**src/shared/tmr_regs.svh**
```systemverilog
`ifndef TMR_REGS_SVH
`define TMR_REGS_SVH
// -----------------------------------------------------------------------
// two-channel 8-bit timer / event counter: constants
// -----------------------------------------------------------------------

// -----------------------------------------------------------------------
// register addresses
// -----------------------------------------------------------------------
`define TMR_ADDR_CLKSEL0 32'hFFFFF5C4
`define TMR_ADDR_CLKSEL1 32'hFFFFF5C5
`define TMR_ADDR_MODE0   32'hFFFFF5C6
`define TMR_ADDR_MODE1   32'hFFFFF5C7
`define TMR_ADDR_COUNT0  32'hFFFFF5C8
`define TMR_ADDR_COUNT1  32'hFFFFF5C9
`define TMR_ADDR_CMP0    32'hFFFFF5CA
`define TMR_ADDR_CMP1    32'hFFFFF5CB

// -----------------------------------------------------------------------
// mode control fields
// -----------------------------------------------------------------------
`define TMR_BIT_ENA  7
`define TMR_BIT_PWM  6
`define TMR_BIT_CASC 4
`define TMR_BIT_SET  3
`define TMR_BIT_CLR  2
`define TMR_BIT_INV  1
`define TMR_BIT_OE   0

// -----------------------------------------------------------------------
// reset values, masks and prescaler taps
// -----------------------------------------------------------------------
`define TMR_CLKSEL_RST  8'h00
`define TMR_MODE_RST    8'h00
`define TMR_CMP_RST     8'h00
`define TMR_CNT_RST     8'h00
`define TMR_CLKSEL_MASK 8'h07
`define TMR_MODE_MASK0  8'hC3
`define TMR_MODE_MASK1  8'hD3
`define TMR_CNT_MAX     8'hFF
`define TMR_PRE_DIV2    8'h01
`define TMR_PRE_DIV4    8'h03
`define TMR_PRE_DIV64   8'h3F
`define TMR_PRE_DIV256  8'hFF

`endif

```
**src/shared/tmr_pkg.sv**
```systemverilog
// -----------------------------------------------------------------------
// types shared by the timer files
// -----------------------------------------------------------------------
package tmr_pkg;

    // count clock sources in clock select order
    typedef enum logic [2:0] {
        TMR_CS_EV_FALL,
        TMR_CS_EV_RISE,
        TMR_CS_MAIN,
        TMR_CS_DIV2,
        TMR_CS_DIV4,
        TMR_CS_DIV64,
        TMR_CS_DIV256,
        TMR_CS_OTHER
    } tmr_clksel_t;

    typedef logic [7:0]  tmr_byte_t;
    typedef logic [15:0] tmr_word_t;
    typedef logic [31:0] tmr_addr_t;

endpackage : tmr_pkg

```
**src/rtl/tmr_top.sv**
```systemverilog
`include "tmr_regs.svh"

// -----------------------------------------------------------------------
// two-channel 8-bit timer / event counter with cascade
// -----------------------------------------------------------------------
module tmr_top (
    input  wire logic              clk_i,
    input  wire logic              rstn_i,
    input  wire tmr_pkg::tmr_addr_t addr_i,
    input  wire tmr_pkg::tmr_byte_t wdata_i,
    input  wire logic              wr_i,
    input  wire logic              rd_i,
    output tmr_pkg::tmr_word_t     rdata_o,
    input  wire logic [1:0]        event_pin_i,
    input  wire logic              other_timer_interrupt_i,
    output logic [1:0]             timer_output_pin_o,
    output logic [1:0]             match_interrupt_o
);
    import tmr_pkg::*;

    // -------------------------------------------------------------------
    // decode helpers
    // -------------------------------------------------------------------

    // exact match of a bus address
    function automatic logic addr_hit(input tmr_addr_t a,
                                      input tmr_addr_t t);
        addr_hit = (a == t);
    endfunction : addr_hit

    // prescaler tap: fires once per wrap of the masked bits
    function automatic logic div_tick(input tmr_byte_t pre,
                                      input tmr_byte_t mask);
        div_tick = ((pre & mask) == mask);
    endfunction : div_tick

    // count clock selection
    function automatic logic sel_tick(input tmr_clksel_t cs,
                                      input logic        ev_rise,
                                      input logic        ev_fall,
                                      input logic        other,
                                      input tmr_byte_t   pre);
        case (cs)
            TMR_CS_EV_FALL: sel_tick = ev_fall;
            TMR_CS_EV_RISE: sel_tick = ev_rise;
            TMR_CS_MAIN:    sel_tick = 1'b1;
            TMR_CS_DIV2:    sel_tick = div_tick(pre, `TMR_PRE_DIV2);
            TMR_CS_DIV4:    sel_tick = div_tick(pre, `TMR_PRE_DIV4);
            TMR_CS_DIV64:   sel_tick = div_tick(pre, `TMR_PRE_DIV64);
            TMR_CS_DIV256:  sel_tick = div_tick(pre, `TMR_PRE_DIV256);
            default:        sel_tick = other;
        endcase
    endfunction : sel_tick

    // -------------------------------------------------------------------
    // shared signals
    // -------------------------------------------------------------------
    tmr_byte_t  pre_r;
    tmr_word_t  rdata_r;
    logic       casc;
    logic       match16;
    logic       carry0;
    logic [1:0] ev_rise;
    logic [1:0] ev_fall;
    logic [1:0] wr_clk;
    logic [1:0] wr_mode;
    logic [1:0] wr_cmp;
    tmr_byte_t  cnt_w   [2];
    tmr_byte_t  cmp_w   [2];
    tmr_byte_t  mode_w  [2];
    tmr_byte_t  clk_w   [2];
    logic [1:0] tick_w;
    logic [1:0] ena_w;
    logic [1:0] clear_w;

    // -------------------------------------------------------------------
    // write strobes
    // -------------------------------------------------------------------
    assign wr_clk[0]  = wr_i && addr_hit(addr_i, `TMR_ADDR_CLKSEL0);
    assign wr_clk[1]  = wr_i && addr_hit(addr_i, `TMR_ADDR_CLKSEL1);
    assign wr_mode[0] = wr_i && addr_hit(addr_i, `TMR_ADDR_MODE0);
    assign wr_mode[1] = wr_i && addr_hit(addr_i, `TMR_ADDR_MODE1);
    assign wr_cmp[0]  = wr_i && addr_hit(addr_i, `TMR_ADDR_CMP0);
    assign wr_cmp[1]  = wr_i && addr_hit(addr_i, `TMR_ADDR_CMP1);

    // -------------------------------------------------------------------
    // cascade link between the two channels
    // -------------------------------------------------------------------
    assign casc    = mode_w[1][`TMR_BIT_CASC];
    assign match16 = ({cnt_w[1], cnt_w[0]} == {cmp_w[1], cmp_w[0]});
    assign carry0  = tick_w[0] && ena_w[0] && (cnt_w[0] == `TMR_CNT_MAX);

    // -------------------------------------------------------------------
    // main clock prescaler
    // -------------------------------------------------------------------

    // free-running divider feeding the division taps
    always_ff @(posedge clk_i or negedge rstn_i) begin
        if (!rstn_i) begin
            pre_r <= `TMR_CNT_RST;
        end else begin
            pre_r <= pre_r + 8'h01;
        end
    end

    // -------------------------------------------------------------------
    // external event inputs
    // -------------------------------------------------------------------
    for (genvar p = 0; p < 2; p++) begin : g_ev
        tmr_edge_sync u_sync (
            .clk_i  (clk_i),
            .rstn_i (rstn_i),
            .pin_i  (event_pin_i[p]),
            .rise_o (ev_rise[p]),
            .fall_o (ev_fall[p])
        );
    end

    // -------------------------------------------------------------------
    // per-channel counter, compare and output
    // -------------------------------------------------------------------
    for (genvar g = 0; g < 2; g++) begin : g_ch
        tmr_byte_t clksel_r;
        tmr_byte_t mode_r;
        tmr_byte_t cmp_r;
        tmr_byte_t cmp_act_r;
        tmr_byte_t cnt_r;
        tmr_byte_t cnt_inc;
        tmr_byte_t cnt_nxt;
        tmr_byte_t mode_mask;
        logic      ff_r;
        logic      ff_nxt;
        logic      pwm_act_r;
        logic      pend_r;
        logic      late_r;
        logic      pin_r;
        logic      irq_r;
        logic      ena;
        logic      pwm;
        logic      inv;
        logic      oe;
        logic      own_tick;
        logic      tick;
        logic      own_hit;
        logic      clear_hit;
        logic      clr_cnt;
        logic      ovf;
        logic      pwm_match;
        logic      irq;
        logic      load_cmp;
        logic      set_req;
        logic      clr_req;
        logic      toggle;
        logic      lvl;

        // mode fields
        assign ena = mode_r[`TMR_BIT_ENA];
        assign pwm = mode_r[`TMR_BIT_PWM] && !casc;
        assign inv = mode_r[`TMR_BIT_INV];
        assign oe  = mode_r[`TMR_BIT_OE];
        assign mode_mask = (g == 0) ? `TMR_MODE_MASK0 : `TMR_MODE_MASK1;

        // count clock: upper channel follows lower carry in cascade
        assign own_tick = sel_tick(tmr_clksel_t'(clksel_r[2:0]),
                                   ev_rise[g], ev_fall[g],
                                   other_timer_interrupt_i, pre_r);
        assign tick = (g == 1 && casc) ? carry0 : own_tick;

        // compare against own value, or 16 bits for lower in cascade
        assign own_hit = (g == 0 && casc) ? match16
                                          : (cnt_r == cmp_r);
        assign clear_hit = (g == 1 && casc) ? clear_w[0]
                         : (tick && ena && own_hit && !pwm);

        // counter clear conditions and next value
        assign clr_cnt = !ena || (g == 1 && casc && !ena_w[0]);
        assign cnt_inc = cnt_r + 8'h01;
        assign cnt_nxt = clr_cnt   ? `TMR_CNT_RST :
                         clear_hit ? `TMR_CNT_RST :
                         tick      ? cnt_inc : cnt_r;

        // pwm overflow, equality and compare reload
        assign ovf       = tick && ena && (cnt_r == `TMR_CNT_MAX);
        assign pwm_match = pwm && tick && ena && (cnt_inc == cmp_act_r);
        assign load_cmp  = ovf && pend_r && !late_r;

        // match interrupt; upper stays quiet in cascade
        assign irq = (g == 1 && casc) ? 1'b0
                                      : (clear_hit || pwm_match);

        // output flop control from software and matches
        assign set_req = wr_mode[g] && !wdata_i[`TMR_BIT_PWM]
                      && wdata_i[`TMR_BIT_SET] && !wdata_i[`TMR_BIT_CLR];
        assign clr_req = wr_mode[g] && !wdata_i[`TMR_BIT_PWM]
                      && !wdata_i[`TMR_BIT_SET] && wdata_i[`TMR_BIT_CLR];
        assign toggle  = irq && !pwm && inv;
        assign ff_nxt  = set_req ? 1'b1 :
                         clr_req ? 1'b0 :
                         toggle  ? ~ff_r : ff_r;

        // pin level: pwm active level, else output flop
        assign lvl = pwm ? ((ena && pwm_act_r) ^ inv)
                         : ff_r;

        // exports to the shared logic
        assign cnt_w[g]   = cnt_r;
        assign cmp_w[g]   = cmp_r;
        assign mode_w[g]  = mode_r;
        assign clk_w[g]   = clksel_r;
        assign tick_w[g]  = tick;
        assign ena_w[g]   = ena;
        assign clear_w[g] = clear_hit;

        // software registers; set/clear bits are not stored
        always_ff @(posedge clk_i or negedge rstn_i) begin
            if (!rstn_i) begin
                clksel_r <= `TMR_CLKSEL_RST;
                mode_r   <= `TMR_MODE_RST;
                cmp_r    <= `TMR_CMP_RST;
            end else begin
                if (wr_clk[g]) begin
                    clksel_r <= wdata_i & `TMR_CLKSEL_MASK;
                end
                if (wr_mode[g]) begin
                    mode_r <= wdata_i & mode_mask;
                end
                if (wr_cmp[g]) begin
                    cmp_r <= wdata_i;
                end
            end
        end

        // counter
        always_ff @(posedge clk_i or negedge rstn_i) begin
            if (!rstn_i) begin
                cnt_r <= `TMR_CNT_RST;
            end else begin
                cnt_r <= cnt_nxt;
            end
        end

        // pwm compare buffer; a write in the last step waits one more wrap
        always_ff @(posedge clk_i or negedge rstn_i) begin
            if (!rstn_i) begin
                cmp_act_r <= `TMR_CMP_RST;
                pend_r    <= 1'b0;
                late_r    <= 1'b0;
            end else begin
                if (!pwm) begin
                    cmp_act_r <= cmp_r;
                end else if (load_cmp) begin
                    cmp_act_r <= cmp_r;
                end
                if (wr_cmp[g]) begin
                    pend_r <= 1'b1;
                    late_r <= (cnt_r == `TMR_CNT_MAX);
                end else if (ovf) begin
                    pend_r <= pend_r && late_r;
                    late_r <= 1'b0;
                end
            end
        end

        // pwm active phase
        always_ff @(posedge clk_i or negedge rstn_i) begin
            if (!rstn_i) begin
                pwm_act_r <= 1'b0;
            end else if (!ena || !pwm) begin
                pwm_act_r <= 1'b0;
            end else if (ovf) begin
                pwm_act_r <= ((load_cmp ? cmp_r : cmp_act_r)
                              != 8'h00);
            end else if (pwm_match) begin
                pwm_act_r <= 1'b0;
            end
        end

        // output flop, pin and interrupt
        always_ff @(posedge clk_i or negedge rstn_i) begin
            if (!rstn_i) begin
                ff_r  <= 1'b0;
                pin_r <= 1'b0;
                irq_r <= 1'b0;
            end else begin
                ff_r  <= ff_nxt;
                pin_r <= oe ? lvl : 1'b0;
                irq_r <= irq;
            end
        end

        assign timer_output_pin_o[g] = pin_r;
        assign match_interrupt_o[g]  = irq_r;
    end

    // -------------------------------------------------------------------
    // read data
    // -------------------------------------------------------------------
    tmr_word_t rd_nxt;
    tmr_word_t cnt_rd0;
    tmr_word_t cnt_rd1;

    // cascade returns the full 16-bit count at either count address
    assign cnt_rd0 = casc ? {cnt_w[1], cnt_w[0]}
                          : {8'h00, cnt_w[0]};
    assign cnt_rd1 = casc ? {cnt_w[1], cnt_w[0]}
                          : {8'h00, cnt_w[1]};

    // address selection, unmapped reads return zero
    always_comb begin
        if (addr_hit(addr_i, `TMR_ADDR_CLKSEL0)) begin
            rd_nxt = {8'h00, clk_w[0]};
        end else if (addr_hit(addr_i, `TMR_ADDR_CLKSEL1)) begin
            rd_nxt = {8'h00, clk_w[1]};
        end else if (addr_hit(addr_i, `TMR_ADDR_MODE0)) begin
            rd_nxt = {8'h00, mode_w[0]};
        end else if (addr_hit(addr_i, `TMR_ADDR_MODE1)) begin
            rd_nxt = {8'h00, mode_w[1]};
        end else if (addr_hit(addr_i, `TMR_ADDR_COUNT0)) begin
            rd_nxt = cnt_rd0;
        end else if (addr_hit(addr_i, `TMR_ADDR_COUNT1)) begin
            rd_nxt = cnt_rd1;
        end else if (addr_hit(addr_i, `TMR_ADDR_CMP0)) begin
            rd_nxt = {8'h00, cmp_w[0]};
        end else if (addr_hit(addr_i, `TMR_ADDR_CMP1)) begin
            rd_nxt = {8'h00, cmp_w[1]};
        end else begin
            rd_nxt = 16'h0000;
        end
    end

    // read data valid only in the cycle after the strobe
    always_ff @(posedge clk_i or negedge rstn_i) begin
        if (!rstn_i) begin
            rdata_r <= 16'h0000;
        end else if (rd_i) begin
            rdata_r <= rd_nxt;
        end else begin
            rdata_r <= 16'h0000;
        end
    end

    assign rdata_o = rdata_r;

endmodule : tmr_top

```
**src/rtl/tmr_edge_sync.sv**
```systemverilog
// -----------------------------------------------------------------------
// event pin synchroniser and edge detector
// -----------------------------------------------------------------------
module tmr_edge_sync (
    input  wire logic clk_i,
    input  wire logic rstn_i,
    input  wire logic pin_i,
    output logic      rise_o,
    output logic      fall_o
);
    import tmr_pkg::*;

    logic meta_r;
    logic sync_r;
    logic prev_r;

    // two flops, then one more for the edge history
    always_ff @(posedge clk_i or negedge rstn_i) begin
        if (!rstn_i) begin
            meta_r <= 1'b0;
            sync_r <= 1'b0;
            prev_r <= 1'b0;
        end else begin
            meta_r <= pin_i;
            sync_r <= meta_r;
            prev_r <= sync_r;
        end
    end

    // one pulse per settled edge
    assign rise_o = sync_r & ~prev_r;
    assign fall_o = ~sync_r & prev_r;

endmodule : tmr_edge_sync

```
**config.mk**
```make
export PLATFORM = sky130hd
export DESIGN_NAME = tmr_top
export DESIGN_NICKNAME = d
export VERILOG_FILES = /design/src/shared/tmr_pkg.sv /design/src/rtl/tmr_top.sv /design/src/rtl/tmr_edge_sync.sv
export VERILOG_INCLUDE_DIRS = /design/src /design/src/shared
export SDC_FILE = /design/constraint.sdc
export NUM_CORES = 1
export LEC_CHECK = 0
export ABC_CLOCK_PERIOD_IN_PS = 3670
export BUFFER_PORTS_ARGS = -buffer_cell sky130_fd_sc_hd__clkbuf_2
export CAP_MARGIN = 20
export CORE_MARGIN = 2
export CORE_UTILIZATION = 60
export DETAILED_ROUTE_END_ITERATION = 16
export PLACE_DENSITY = 0.82
export SYNTH_ARGS = -nofsm -noshare
export SYNTH_HDL_FRONTEND = slang
export SYNTH_SLANG_ARGS = --single-unit
```
**constraint.sdc**
```tcl
create_clock -name clk_i -period 3.67 [get_ports clk_i]
set_input_delay 0.367 -clock clk_i [delete_from_list [all_inputs] [get_ports clk_i]]
set_output_delay 0.367 -clock clk_i [all_outputs]
set_load 0.02 [all_outputs]
```
# Yosys cells after proc, flatten, opt, wreduce, memory -nomap -nowiden

Cells that the tools add are included.

Register bits: 105
Input port bits: 47
Logic and storage cells: 198
RAM bits: 0
Latch bits: 0
Output and inout port bits: 20
Memory bits (read-only): 0
Memories: 0

Reductions and logical operators: 71
$add $sub $neg: 3
Equal/unequal tests: 31
$lt $le $gt $ge: 0
Multiply operators: 0
Bitwise operators: 12
Shift operators: 0
Div/mod/pow operators: 0
Multiplexer cells: 51

Operators by type and width:

| kind                                                  | number |
|---|---|
| == test 32 bit, second input constant                 | 8 |
| 2-to-1 mux 16 bit                                     | 9 |
| 2-to-1 mux 8 bit                                      | 12 |
| logical AND 1 bit                                     | 45 |
| == test 8 bit                                         | 4 |
| 2-to-1 mux 1 bit                                      | 28 |
| adder 8 x 1 -> 8 bit, second input constant           | 3 |
| == test 8 bit, second input constant                  | 3 |
| == test 3 bit, second input constant                  | 6 |
| == test 16 bit                                        | 1 |
| nonzero test 8 bit                                    | 2 |
| nonzero test 3 bit                                    | 5 |
| one-hot mux 1 bit (7 select lines)                    | 2 |
| == test 3 x 2 -> 1 bit, second input constant         | 4 |
| zero test 1 bit                                       | 10 |
| == test 3 x 1 -> 1 bit, second input constant         | 2 |
| == test 6 bit, second input constant                  | 1 |
| zero test 3 bit                                       | 2 |
| inverter 1 bit                                        | 6 |
| logical OR 1 bit                                      | 5 |
| bitwise AND 1 bit                                     | 4 |
| nonzero test 2 bit                                    | 2 |
| inequality test 3 x 1 -> 1 bit, second input constant | 1 |
| == test 2 bit, second input constant                  | 1 |
| bitwise XOR 1 bit                                     | 2 |

# Logic depth before layout (Yosys ltp)

Gate-level depths: netlist (run 1).

Depth after elaboration: 17
Depth in mapped cells: 10

# By module

From an unflattened synthesis (run 1), not the netlist that was laid out.

Cells, all modules: 563
Area total of the unflattened synthesis: 5791.8 um^2

By module, submodules not included:

| module        | cells each | area each (um^2) | times used |
|---|---|---|---|
| tmr_top       | 553        | 5611.6           | 1 |
| tmr_edge_sync | 5          | 90.1             | 2 |

# Worst setup path before layout (run 1)

No wires, ideal clock.

Path type: register -> register
Start point: reg g_ch[0].cnt_r[1]
End point: reg g_ch[1].cmp_act_r[0]
Data arrival time: 2.291 ns
Path slack: 1.254 ns
Path buffers: 1
Library setup time: 0.125 ns
Period minus slack after synthesis: 2.416 ns
Required time: 3.545 ns
Cell stages (with the launch flop): 10
Path through: dfrtp_1 > ha_1 > nand3_2 > or2_2 > nor2_1 > nand4_2 > and2_4 > buf_6 > o21ai_4 > mux2_2

Word-level cells in the longest chain between the ends: 9

RTL lines:

| what                            | RTL line       | text |
|---|---|---|
| start: declaration              | tmr_top.sv:127 | `tmr_byte_t cnt_r;` |
| start signal: assignment        | tmr_top.sv:236 | `` cnt_r <= `TMR_CNT_RST; `` |
| start signal: assignment        | tmr_top.sv:238 | `cnt_r <= cnt_nxt;` |
| == test 8 bit (no source line)  | -              |  |
| logical AND 1 bit               | tmr_top.sv:91  | `` assign carry0 = tick_w[0] && ena_w[0] && (cnt_w[0] == `TMR_CNT_MAX); `` |
| 2-to-1 mux 1 bit                | tmr_top.sv:167 | `assign tick = (g == 1 && casc) ? carry0 : own_tick;` |
| logical AND 1 bit (2 in series) | tmr_top.sv:183 | `` assign ovf = tick && ena && (cnt_r == `TMR_CNT_MAX); `` |
| logical AND 1 bit (2 in series) | tmr_top.sv:185 | `assign load_cmp = ovf && pend_r && !late_r;` |
| 2-to-1 mux 8 bit (2 in series)  | -              |  |
| end signal: assignment          | tmr_top.sv:245 | `` cmp_act_r <= `TMR_CMP_RST; `` |
| end signal: assignment          | tmr_top.sv:250 | `cmp_act_r <= cmp_r;` |
| end signal: assignment          | tmr_top.sv:252 | `cmp_act_r <= cmp_r;` |
| end: declaration                | tmr_top.sv:126 | `tmr_byte_t cmp_act_r;` |

Every way passes these cells.
A chain may end at the register's enable or synchronous reset.

# Worst setup path after layout (run 1)

Start point: reg g_ch[0].cnt_r[0]
End point: reg g_ch[1].cmp_act_r[5]

The elaborated chain is that of the path after synthesis.

==> results by group, run 1 <==
Run status
  • Run status: completed

Logic synthesis
  • Asr flop ratio synth: 100%
  • Post-Syn Area: 0.00578 mm2
  • Mean post-synth cell area: slightly above 10 um2
  • Distinct cells, synth: 71
  • Ys flop type: dfrtp_1
  • EDFF count, synth: 0
  • Syn nets: approximately 620
  • Multiplexer area fraction after synthesis: 9.81%
  • Largest family of logic cells by synthesized area: simple AND/OR/NAND/NOR gates
  • Synth Area in Compound Gates: 14.4%
  • Seq/Total Area, Yosys: ~45%
  • Synth Area in Simple Gates: between 10% and 20%
  • Adder-Cell Fraction of Synth Area: less than 1%
  • Synth Instances: around 570
  • Synthesized flop and latch total: around 110
  • Post-synthesis xor/xnor area fraction: 6.97%
  • Synthesis warning total: 0

STA
  • Worst hold slack: roughly 94 ps
  • Count of final setup violators: 0
  • Setup Skew: ~7.1 ps
  • Slew headroom: between 50% and 60%
  • Final min period: between 2000 and 3000 ps
  • Setup WS post-layout: 777 ps
  • Slew Limit Fails: 0
  • Slew @ Worst Pin: between 600 and 700 ps
  • Period utilisation layout: around four fifths
  • RSZ-0062 raised after global routing: false
  • Hold Vio Cnt, Final: 0
  • FMAX: 0.346 GHz
  • Setup tns final: 0 ps

Place
  • DP Worst Slack: slightly below 900 ps
  • Sum of net half-perimeters after detailed placement: approximately 11 mm
  • GPL Wtd Cong: just over 0.9
  • IO Port Bufs: 66

Finish
  • Commonest cells after routing, fill and taps aside: 105 x dfrtp_1, 65 x clkbuf_2, 44 x nand2_1
  • Reg area: ~0.0026 mm2
  • Layout Utilization: 68.2%
  • Fin nets: between 600 and 700
  • Multi-input gate area: ~0.0029 mm2
  • Commonest non-fill, non-tap cell in the layout: dfrtp_1
  • Number of fill cells: around 730
  • Layout cells sized above 1: a little under a quarter
  • Syn-to-layout area delta: 9.57%
  • Antenna Cells: 0

Routing
  • DRC viols: 0
  • Antenna Violating Nets Remaining: 0
  • DRT Wirelength: between 10 and 15 mm
  • Wirelength per Cell: between 15 and 20 um
  • Drt pass-1 iters: 6
  • Routed vias: 4850
  • 1st-iter DRT viols: about 360
  • Avg Vias per Cell: between 6 and 7

Power and ir drop
  • Worst VDD drop: 263 uV
  • Power Dens Cells: approximately 370 mW/mm2
  • LEAKAGE: slightly above 3 nW

Global route
  • Vias in the first global route: 4647
  • GRT Resource Usage Total: about 29%
  • Initial antenna violation count: 0
  • Wire length of the first global-routing pass: approximately 23 mm
  • Overflow after GRT: 0
  • Pin count of the biggest net entering global routing: 83

Hold path
  • Hold Crit Class: input port to flip-flop

Die
  • Starting density of the core: 62.2%
  • I/O pin count: 67
  • DIE WIDTH: approximately 100 um
  • Core Footprint: about 0.0093 mm2
  • Die H: 102 um
  • Die area: roughly 0.010 mm2
  • Site Rows: 35

Critical path
  • Arr. time, crit path: ~3200 ps
  • Crit path max-delay family: simple AND/OR/NAND/NOR gates
  • Buffers and inverters on the worst path: 0
  • CP max stage cell: dfrtp_1
  • Worst Path Max Fanout: 14
  • Crit. End Element: flip-flop
  • CP required: just under 4000 ps
  • CP Launch Type: flip-flop
  • Worst setup path category: flip-flop to flip-flop
  • CP max stage delay: between 500 and 600 ps
  • Worst-path cell chain: ha_1 -> nand3_2 -> or2_2 -> nor2_1 -> nand4_2 -> and2_4 -> o21ai_4 -> mux2_2

Flow run
  • Max Cap Viol: 0

CTS
  • Setup Fix Bufs, Post-CTS: 0
  • Worst-Skew Late Latency: between 300 and 400 ps
  • CTS root buf: clkbuf_8
  • CTS Buffer Depth: 2
  • Cts bufs inserted: 9
  • Sink Count: 105
  • CTS tree: built
  • H-tree depth: 3
  • Clock-pin transition on the worst setup and hold timing paths: between 100 and 150 ps
metrics by stage:
stage / instances / instance area (um2) / power (mW)
CTS: 747 / 6290 / 2.33
global placement: 731 / 6120 / 1.66
floorplan: 565 / 5780 / 1.55
finish: 749 / 6330 / 2.33
detailed placement: 731 / 6120 / 1.67
global route: 749 / 6330 / 2.43
layout make-up:
class | instances | share of cell area, %
multi-input cells | 414 | 46.2
flip-flops and latches | 105 | 41.5
repair buffers | 69 | 5.97
well taps | 129 | 2.55
clock buffers | 9 | 1.96
inverters | 16 | 0.949
clock inverters | 7 | 0.850
worst register-to-register path, cell delays in order (launching register included):
cell     delay, ps
dfrtp_1        540
ha_1           340
nand3_2        170
or2_2          370
nor2_1         230
nand4_2        190
and2_4         300
o21ai_4        290
mux2_2         380
metal layers:
layer  global-route usage, %  up-vias  routed length (um)
met3                    5.47       37                1140
li1                        -     2150                   -
met1                    39.5     2401                5860
met5                       0        -                   0
met4                    11.1        0                 418
met2                    47.2      262                7010
synthesized netlist by cell type, types with 4 or more instances:
master / instances / share of area [%]
inv_1: 16 / 1.0
nor3b_1: 4 / 0.52
a21o_1: 5 / 0.65
nor4_1: 12 / 1.3
nor2_1: 25 / 1.6
o31ai_1: 4 / 0.52
a21oi_1: 22 / 1.9
or3_1: 11 / 1.2
clkbuf_1: 13 / 0.84
xnor2_1: 22 / 3.3
mux2i_1: 6 / 1.0
nand2b_1: 9 / 0.97
o211ai_1: 5 / 0.65
xor2_1: 24 / 3.6
nand2_1: 44 / 2.9
nand3_1: 20 / 1.7
nor3_1: 6 / 0.52
nand4_1: 16 / 1.7
and3_1: 7 / 0.76
o21bai_1: 5 / 0.65
buf_4: 6 / 0.78
o21ai_0: 27 / 2.3
mux2_2: 43 / 8.4
nor2b_1: 13 / 1.4
dfrtp_1: 105 / 45
buf_2: 8 / 0.69
and2_1: 9 / 0.97
a211oi_1: 9 / 1.2
a22o_1: 5 / 0.76
sequential cells by signal, summed over array words and instances, names as in the netlist, 6 cells and up:
signal and cells:
g_ch.cmp_act_r 16, g_ch.cmp_r 16, g_ch.cnt_r 16, rdata_o 16, g_ch.mode_r 9, pre_r 8
g_ch.clksel_r 6
final timing paths:
check | from | to | slack, ps | cells past startpoint
max | g_ch[0].cnt_r[0]$_DFFE_PN0P_ | g_ch[1].cmp_act_r[5]$_DFF_PN0_ | 780 | 8
min | event_pin_i[1] | g_ev[1].u_sync.meta_r$_DFF_PN0_ | 90 | 1
max reg2reg | g_ch[0].cnt_r[0]$_DFFE_PN0P_ | g_ch[1].cmp_act_r[5]$_DFF_PN0_ | 780 | 8
min reg2reg | g_ev[1].u_sync.meta_r$_DFF_PN0_ | g_ev[1].u_sync.sync_r$_DFF_PN0_ | 360 | 0
max in group asynchronous | rstn_i | rdata_o[13]$_DFF_PN0_ | 2300 | 4
min in group asynchronous | rstn_i | g_ch[1].pin_r$_DFF_PN0_ | 430 | 2
power by group:
group | leakage, nW | total, mW | switching (mW) | internal (mW)
clock | 0.0944 | 0.673 | 0.418 | 0.255
combinational | 1.52 | 0.366 | 0.205 | 0.161
sequential | 1.41 | 1.29 | 0.0962 | 1.20
total | 3.02 | 2.33 | 0.719 | 1.61
cells by family after synthesis:
group	count (synthesis)
AOI/OAI and AO/OA	118
xor gates and xnor gates	46
adders and majority gates	3
buffers and inverters	46
DFF	105
muxes	50
and+or+nand+nor	197
repair_timing:
action                    CTS  global route
gates resized for setup     0             0
hold buffers                0             1
hold endpoints to repair    0            22
Note: power is estimated with default switching activity, not from simulation.
==> inputs of run 2 (changes only) <==
- ABC_AREA: unset -> 1
- ABC_CLOCK_PERIOD_IN_PS: 3670 -> 2500
- CORE_UTILIZATION: 60 -> 53
- PLACE_DENSITY: 0.82 -> 0.76
- clock period: 3.67 -> 2.5 ns (I/O delays scaled with it)
==> results by group, run 2 <==
Finish
  • Commonest non-fill, non-tap cell in the layout: nand2_1
  • Number of fill cells: between 900 and 1000
  • Commonest cells after routing, fill and taps aside: 159 x nand2_1, 104 x dfrtp_1, 96 x inv_1
  • Syn-to-layout area delta: 15.5%
  • Final Cell Area: just under 0.007 mm2
  • Antenna Cells: 0
  • Layout cells sized above 1: between 15 and 20%
  • Fin nets: 886

Routing
  • Drt pass-1 iters: 5
  • Antenna Violating Nets Remaining: 0
  • DRC viols: 0
  • 1st-iter DRT viols: between 500 and 600
  • Wirelength per Cell: 17.5 um
  • DRT Wirelength: approximately 17 mm
  • Routed vias: approximately 5600
  • Avg Vias per Cell: between 5 and 6

Die
  • Core Footprint: 0.0108 mm2
  • Site Rows: 38
  • Die area: 0.0119 mm2
  • Die H: between 100 and 150 um
  • DIE WIDTH: approximately 110 um
  • Starting density of the core: about 54%
  • I/O pin count: 67

CTS
  • Sink Count: between 100 and 150
  • CTS root buf: clkbuf_8
  • CTS tree: built
  • Clock-pin transition on the worst setup and hold timing paths: 100 ps
  • Cts bufs inserted: 9
  • H-tree depth: 3
  • Worst-Skew Late Latency: approximately 400 ps
  • CTS Buffer Depth: 2

Global route
  • GRT Resource Usage Total: between 30 and 40%
  • Initial antenna violation count: 0
  • Vias in the first global route: approximately 5300
  • Wire length of the first global-routing pass: 27.3 mm
  • Overflow after GRT: 0
  • Pin count of the biggest net entering global routing: 44

Hold path
  • Hold Crit Class: input port to flip-flop
  • Hold depth: 3
  • HP Start: rd_i
  • Sink of the worst hold path: rdata_o[0]$_DFF_PN0_

Logic synthesis
  • Yosys top cell area share: roughly 45%
  • Post-Syn Area: between 0.005 and 0.006 mm2
  • Mean post-synth cell area: around 8 um2
  • Synthesis warning total: 0
  • Synth cell count leaders: 164 x nand2_1, 105 x dfrtp_1, 96 x inv_1, 88 x o21ai_0, 53 x nor2_1
  • Seq/Total Area, Yosys: a little under half
  • EDFF count, synth: 0
  • Synth area leaders: dfrtp_1 45%, nand2_1 11%, o21ai_0 7.5%
  • Syn nets: 791
  • Synth area leader: dfrtp_1
  • Synth Instances: 741
  • Synthesized flop and latch total: approximately 110
  • Asr flop ratio synth: between 90% and 100%
  • Ys flop type: dfrtp_1
  • Distinct cells, synth: 43
  • Count leader, synth: nand2_1

Critical path
  • Setup slack, reg-to-reg: approximately 110 ps
  • Worst Path Max Fanout: 5
  • CP Launch Type: flip-flop
  • Worst R2R Path Depth: 18
  • Worst setup path category: flip-flop to flip-flop
  • FF-to-FF End: g_ch[1].pwm_act_r$_DFFE_PN0P_
  • Crit. End Element: flip-flop
  • CP required: 2800 ps
  • FF-to-FF Start: pre_r[0]$_DFF_PN0_
  • Arr. time, crit path: between 2000 and 3000 ps

STA
  • FMAX: approximately 0.42 GHz
  • Slew @ Worst Pin: 636 ps
  • Worst hold slack: roughly 100 ps
  • Hold Vio Cnt, Final: 0
  • Final min period: roughly 2400 ps
  • RSZ-0062 raised after global routing: true
  • Setup Skew: 10.4 ps
  • Count of final setup violators: 0
  • Slew headroom: between 50% and 60%
  • Period utilisation layout: between 90 and 100%
  • Slew Limit Fails: 0

Power and ir drop
  • Power Dens Cells: 416 mW/mm2
  • Worst VDD drop: 400 uV
  • LEAKAGE: ~3.2 nW

Place
  • Sum of net half-perimeters after detailed placement: 13.2 mm
  • GPL Wtd Cong: 0.962
  • IO Port Bufs: between 60 and 70
  • Post-Place Cell Area: approximately 0.0064 mm2

Run status
  • Run status: completed

Flow run
  • Max Cap Viol: 0
==> run 2: what timing repair did <==
action,4_1_cts,5_1_grt
buffers inserted,0,7
hold endpoints to repair,39,0
cloned,0,2
setup endpoints to repair,1,18
pin swaps,0,13
resized for setup,1,10
hold buffers,3,0
==> run 2: cells by family after synthesis <==
group / count (synthesis) / share of synthesized area [%]
flops: 105 / 45.0
fa+ha+maj: 3 / 0.643
simple gates: 327 / 26.7
xor+xnor: 35 / 5.25
compound gates: 156 / 14.6
buf+inv: 115 / 7.84
==> run 2: layout make-up <==
class	instances	area, um2	share of cell area, %
clock buffers	9	124	1.84
multi-input cells	523	2810	41.7
flip-flops and latches	105	2630	39.0
clock inverters	6	45.0	0.668
inverters	100	375	5.56
well taps	140	175	2.60
repair buffers	97	586	8.68
==> run 2: where the power goes <==
group	total (mW)	internal, mW	leakage, nW	switching (mW)
sequential	1.70	1.70	1.42	0.00232
combinational	0.123	0.0438	1.75	0.0790
clock	0.978	0.360	0.0777	0.618
==> run 2: how the worst max path moves through the flow <==
stage / from / end / cells past startpoint
floorplan: pre_r[0]$_DFF_PN0_ / g_ch[1].pwm_act_r$_DFFE_PN0P_ / 18
global route: pre_r[0]$_DFF_PN0_ / g_ch[1].pwm_act_r$_DFFE_PN0P_ / 18
detailed placement: pre_r[0]$_DFF_PN0_ / g_ch[0].pwm_act_r$_DFFE_PN0P_ / 18
CTS: pre_r[0]$_DFF_PN0_ / g_ch[1].pwm_act_r$_DFFE_PN0P_ / 18
finish: pre_r[0]$_DFF_PN0_ / g_ch[1].pwm_act_r$_DFFE_PN0P_ / 18
global placement: pre_r[0]$_DFF_PN0_ / g_ch[0].pwm_act_r$_DFFE_PN0P_ / 18
==> run 2: worst max-delay path: stages (launching register included) <==
cell,delay [ps]
dfrtp_1,430
ha_4,190
nand2_2,70
nor2_4,130
nand3_2,100
nand2_2,90
nand3_2,80
nand2_4,110
nand3_4,110
nand2_4,120
nand3_4,110
nor2_8,190
nand3_4,100
nand2_1,80
o21ai_1,80
nor2_1,120
nand3_1,90
nand2_1,60
inv_1,30
==> run 2: per-stage QoR <==
stage          setup WS (ps)  TNS [ps]  utilization, %  total power, mW  cells
2_1_floorplan            423         0               -             1.77    741
3_3_place_gp             148         0            59.6             1.85    953
3_5_place_dp           -36.5     -36.5            59.6             1.86    953
4_1_cts                 8.56         0            61.5             2.83    971
5_1_grt                -41.8     -41.8            62.5             2.91    980
6_report                 113         0            62.5             2.80    980
==> run 2: per-layer routing <==
layer | track usage [%] | wire length [um] | vias up
met5 | 0 | 0 | -
met1 | 42.0 | 7470 | 2606
li1 | - | - | 2665
met4 | 10.2 | 329 | 0
met3 | 6.10 | 1390 | 30
met2 | 48.4 | 7980 | 275
==> inputs of run 3 (changes only) <==
- CELL_PAD_IN_SITES_DETAIL_PLACEMENT: unset -> 0
- CELL_PAD_IN_SITES_GLOBAL_PLACEMENT: unset -> 1
- CORE_UTILIZATION: 53 -> 41
- CTS_BUF_LIST: unset -> sky130_fd_sc_hd__clkbuf_8
- PLACE_DENSITY: 0.76 -> 0.79
- SKIP_CTS_REPAIR_TIMING: unset -> 1
==> results by group, run 3 (synthesis results as in run 2) <==
Finish
  • Commonest non-fill, non-tap cell in the layout: nand2_1
  • Finished Layout Cells: between 1000 and 1500
  • Multi-input gate area: ~0.0028 mm2
  • Layout Utilization: 50.2%
  • Layout cells sized above 1: a little under a fifth
  • Reg area: 0.00263 mm2
  • Syn-to-layout area delta: 19.3%
  • Antenna Cells: 0
  • Final Cell Area: around 0.0070 mm2
  • Number of fill cells: 1397
  • Commonest cells after routing, fill and taps aside: 161 x nand2_1, 102 x dfrtp_1, 95 x inv_1
  • Fin nets: ~900

Routing
  • Avg Vias per Cell: roughly 5.4
  • Antenna Violating Nets Remaining: 0
  • DRC viols: 0
  • 1st-iter DRT viols: about 600
  • Routed vias: ~5600
  • Drt pass-1 iters: 5
  • DRT Wirelength: 18.2 mm
  • Wirelength per Cell: between 15 and 20 um

Flow run
  • Max Cap Viol: 0

Critical path
  • Crit. Startpoint: pre_r[0]$_DFF_PN0_
  • CP required: ~2800 ps
  • CP Launch Type: flip-flop
  • FF-to-FF End: g_ch[0].pwm_act_r$_DFFE_PN0P_
  • FF-to-FF Start: pre_r[0]$_DFF_PN0_
  • CP endpoint: g_ch[0].pwm_act_r$_DFFE_PN0P_
  • Crit. End Element: flip-flop
  • CP max stage delay: roughly 450 ps
  • Arr. time, crit path: roughly 2800 ps
  • Worst R2R Path Depth: 17
  • CP max stage cell: dfrtp_1
  • Worst Path Max Fanout: 8
  • Worst setup path category: flip-flop to flip-flop
  • Worst-path cell chain: ha_4 -> nand2_4 -> nor2_4 -> nand3_2 -> nand2_2 -> nand3_2 -> nand2_4 -> nand3_4 -> nor2_2 -> nand2_2 -> buf_4 -> nand2_1 -> o21ai_0 -> nor2_1 -> nand4_1 -> nand3_1 -> inv_1
  • Setup slack, reg-to-reg: about 61 ps

CTS
  • CTS root buf: clkbuf_8
  • Worst-Skew Late Latency: 410 ps
  • Cts bufs inserted: 9
  • CTS Buffer Depth: 2
  • Clock-pin transition on the worst setup and hold timing paths: 110 ps
  • H-tree depth: 3
  • CTS tree: built
  • Sink Count: 105

Global route
  • GRT Resource Usage Total: roughly a quarter
  • Overflow after GRT: 0
  • Wire length of the first global-routing pass: about 28 mm
  • Vias in the first global route: just over 5000
  • Pin count of the biggest net entering global routing: 51
  • Initial antenna violation count: 0

Die
  • Die area: roughly 0.015 mm2
  • DIE WIDTH: roughly 120 um
  • Site Rows: 43
  • Core Footprint: approximately 0.014 mm2
  • I/O pin count: 67
  • Die H: between 100 and 150 um
  • Starting density of the core: between 40 and 50%

Power and ir drop
  • LEAKAGE: 3.35 nW
  • Internal Power: 2.13 mW
  • Sequential Power Share: 58.6%
  • Comb power frac: 4.3%
  • Clock share of power: 37.1%
  • Worst VDD drop: 389 uV
  • Final Power: 2.91 mW
  • Switching share of power: 26.7%
  • Power Dens Cells: 418 mW/mm2
  • Sw power: 0.778 mW

STA
  • Slew headroom: a little under three fifths
  • Count of final setup violators: 0
  • RSZ-0062 raised after global routing: true
  • FMAX: just over 0.4 GHz
  • Period utilisation layout: about 98%
  • Slew Limit Fails: 0
  • Hold Vio Cnt, Final: 0
  • Setup WS post-layout: 61.3 ps
  • Final min period: approximately 2400 ps
  • Slew @ Worst Pin: 662 ps
  • Setup Skew: around 16 ps

Place
  • Sum of net half-perimeters after detailed placement: between 10 and 15 mm
  • IO Port Bufs: 66
  • DP Worst Slack: -22.2 ps
  • Placed insts: 1000
  • GPL Wtd Cong: between 0.9 and 1
  • Post-Place Cell Area: approximately 0.0065 mm2

Run status
  • Run status: completed

Hold path
  • Hold Crit Class: input port to flip-flop
[run 3: changes by cell type in the layout (fill, tap and decap cells not counted), sizes merged]
cell      change
buf          +17
clkinv        -1
clkinvlp      -1
inv           +3
[run 3: cell type report]
class                           instances  area share, %
Clock buffer                            9           1.78
Clock inverter                          7          0.988
Inverter                              100           5.39
Multi-Input combinational cell        523           40.6
Sequential cell                       105           37.8
Tap cell                              180           3.23
Timing Repair Buffer                  114           10.2
[run 3: metrics by stage]
stage	hold slack (ps)	setup TNS [ps]
3_5_place_dp	237	-22.2
6_report	94.2	0
2_1_floorplan	-45.6	0
4_1_cts	-210	-56.0
3_3_place_gp	234	0
5_1_grt	98.7	-239
[run 3: layer usage]
layer	wire [um]	GRT usage [%]
met1	7930	33.4
met2	8800	40.5
met3	1090	4.38
met4	342	7.53
met5	0	0
[run 3: power by group through the flow]
stage	logic, mW	registers (mW)	clock network (mW)
final	0.126	1.70	1.08
after global routing	0.142	1.71	1.16
after CTS	0.124	1.70	1.09
after detailed placement	0.124	1.74	0
after global placement	0.121	1.74	0
after floorplan	0.0275	1.74	0
[run 3: worst min path at each step]
stage	startpoint	endpoint	slack (ps)	cells after the start
after floorplan	rstn_i	g_ch[0].clksel_r[0]$_DFFE_PN0P_	-50	0
after global placement	rstn_i	pre_r[2]$_DFF_PN0_	230	1
after detailed placement	rstn_i	pre_r[4]$_DFF_PN0_	240	1
after CTS	rstn_i	pre_r[4]$_DFF_PN0_	-210	1
after global routing	wdata_i[4]	g_ch[1].mode_r[4]$_DFFE_PN0P_	100	3
final	wdata_i[7]	g_ch[1].mode_r[7]$_DFFE_PN0P_	90	3
[run 3: critical path: cells and delay by family (launching register included)]
kind / cells / cell delay (ps)
AO/OA/AOI/OAI: 1 / 130
adder cells (fa/ha/maj): 1 / 200
buffers and inverters: 2 / 210
flip-flops: 1 / 450
AND/OR/NAND/NOR: 13 / 1350
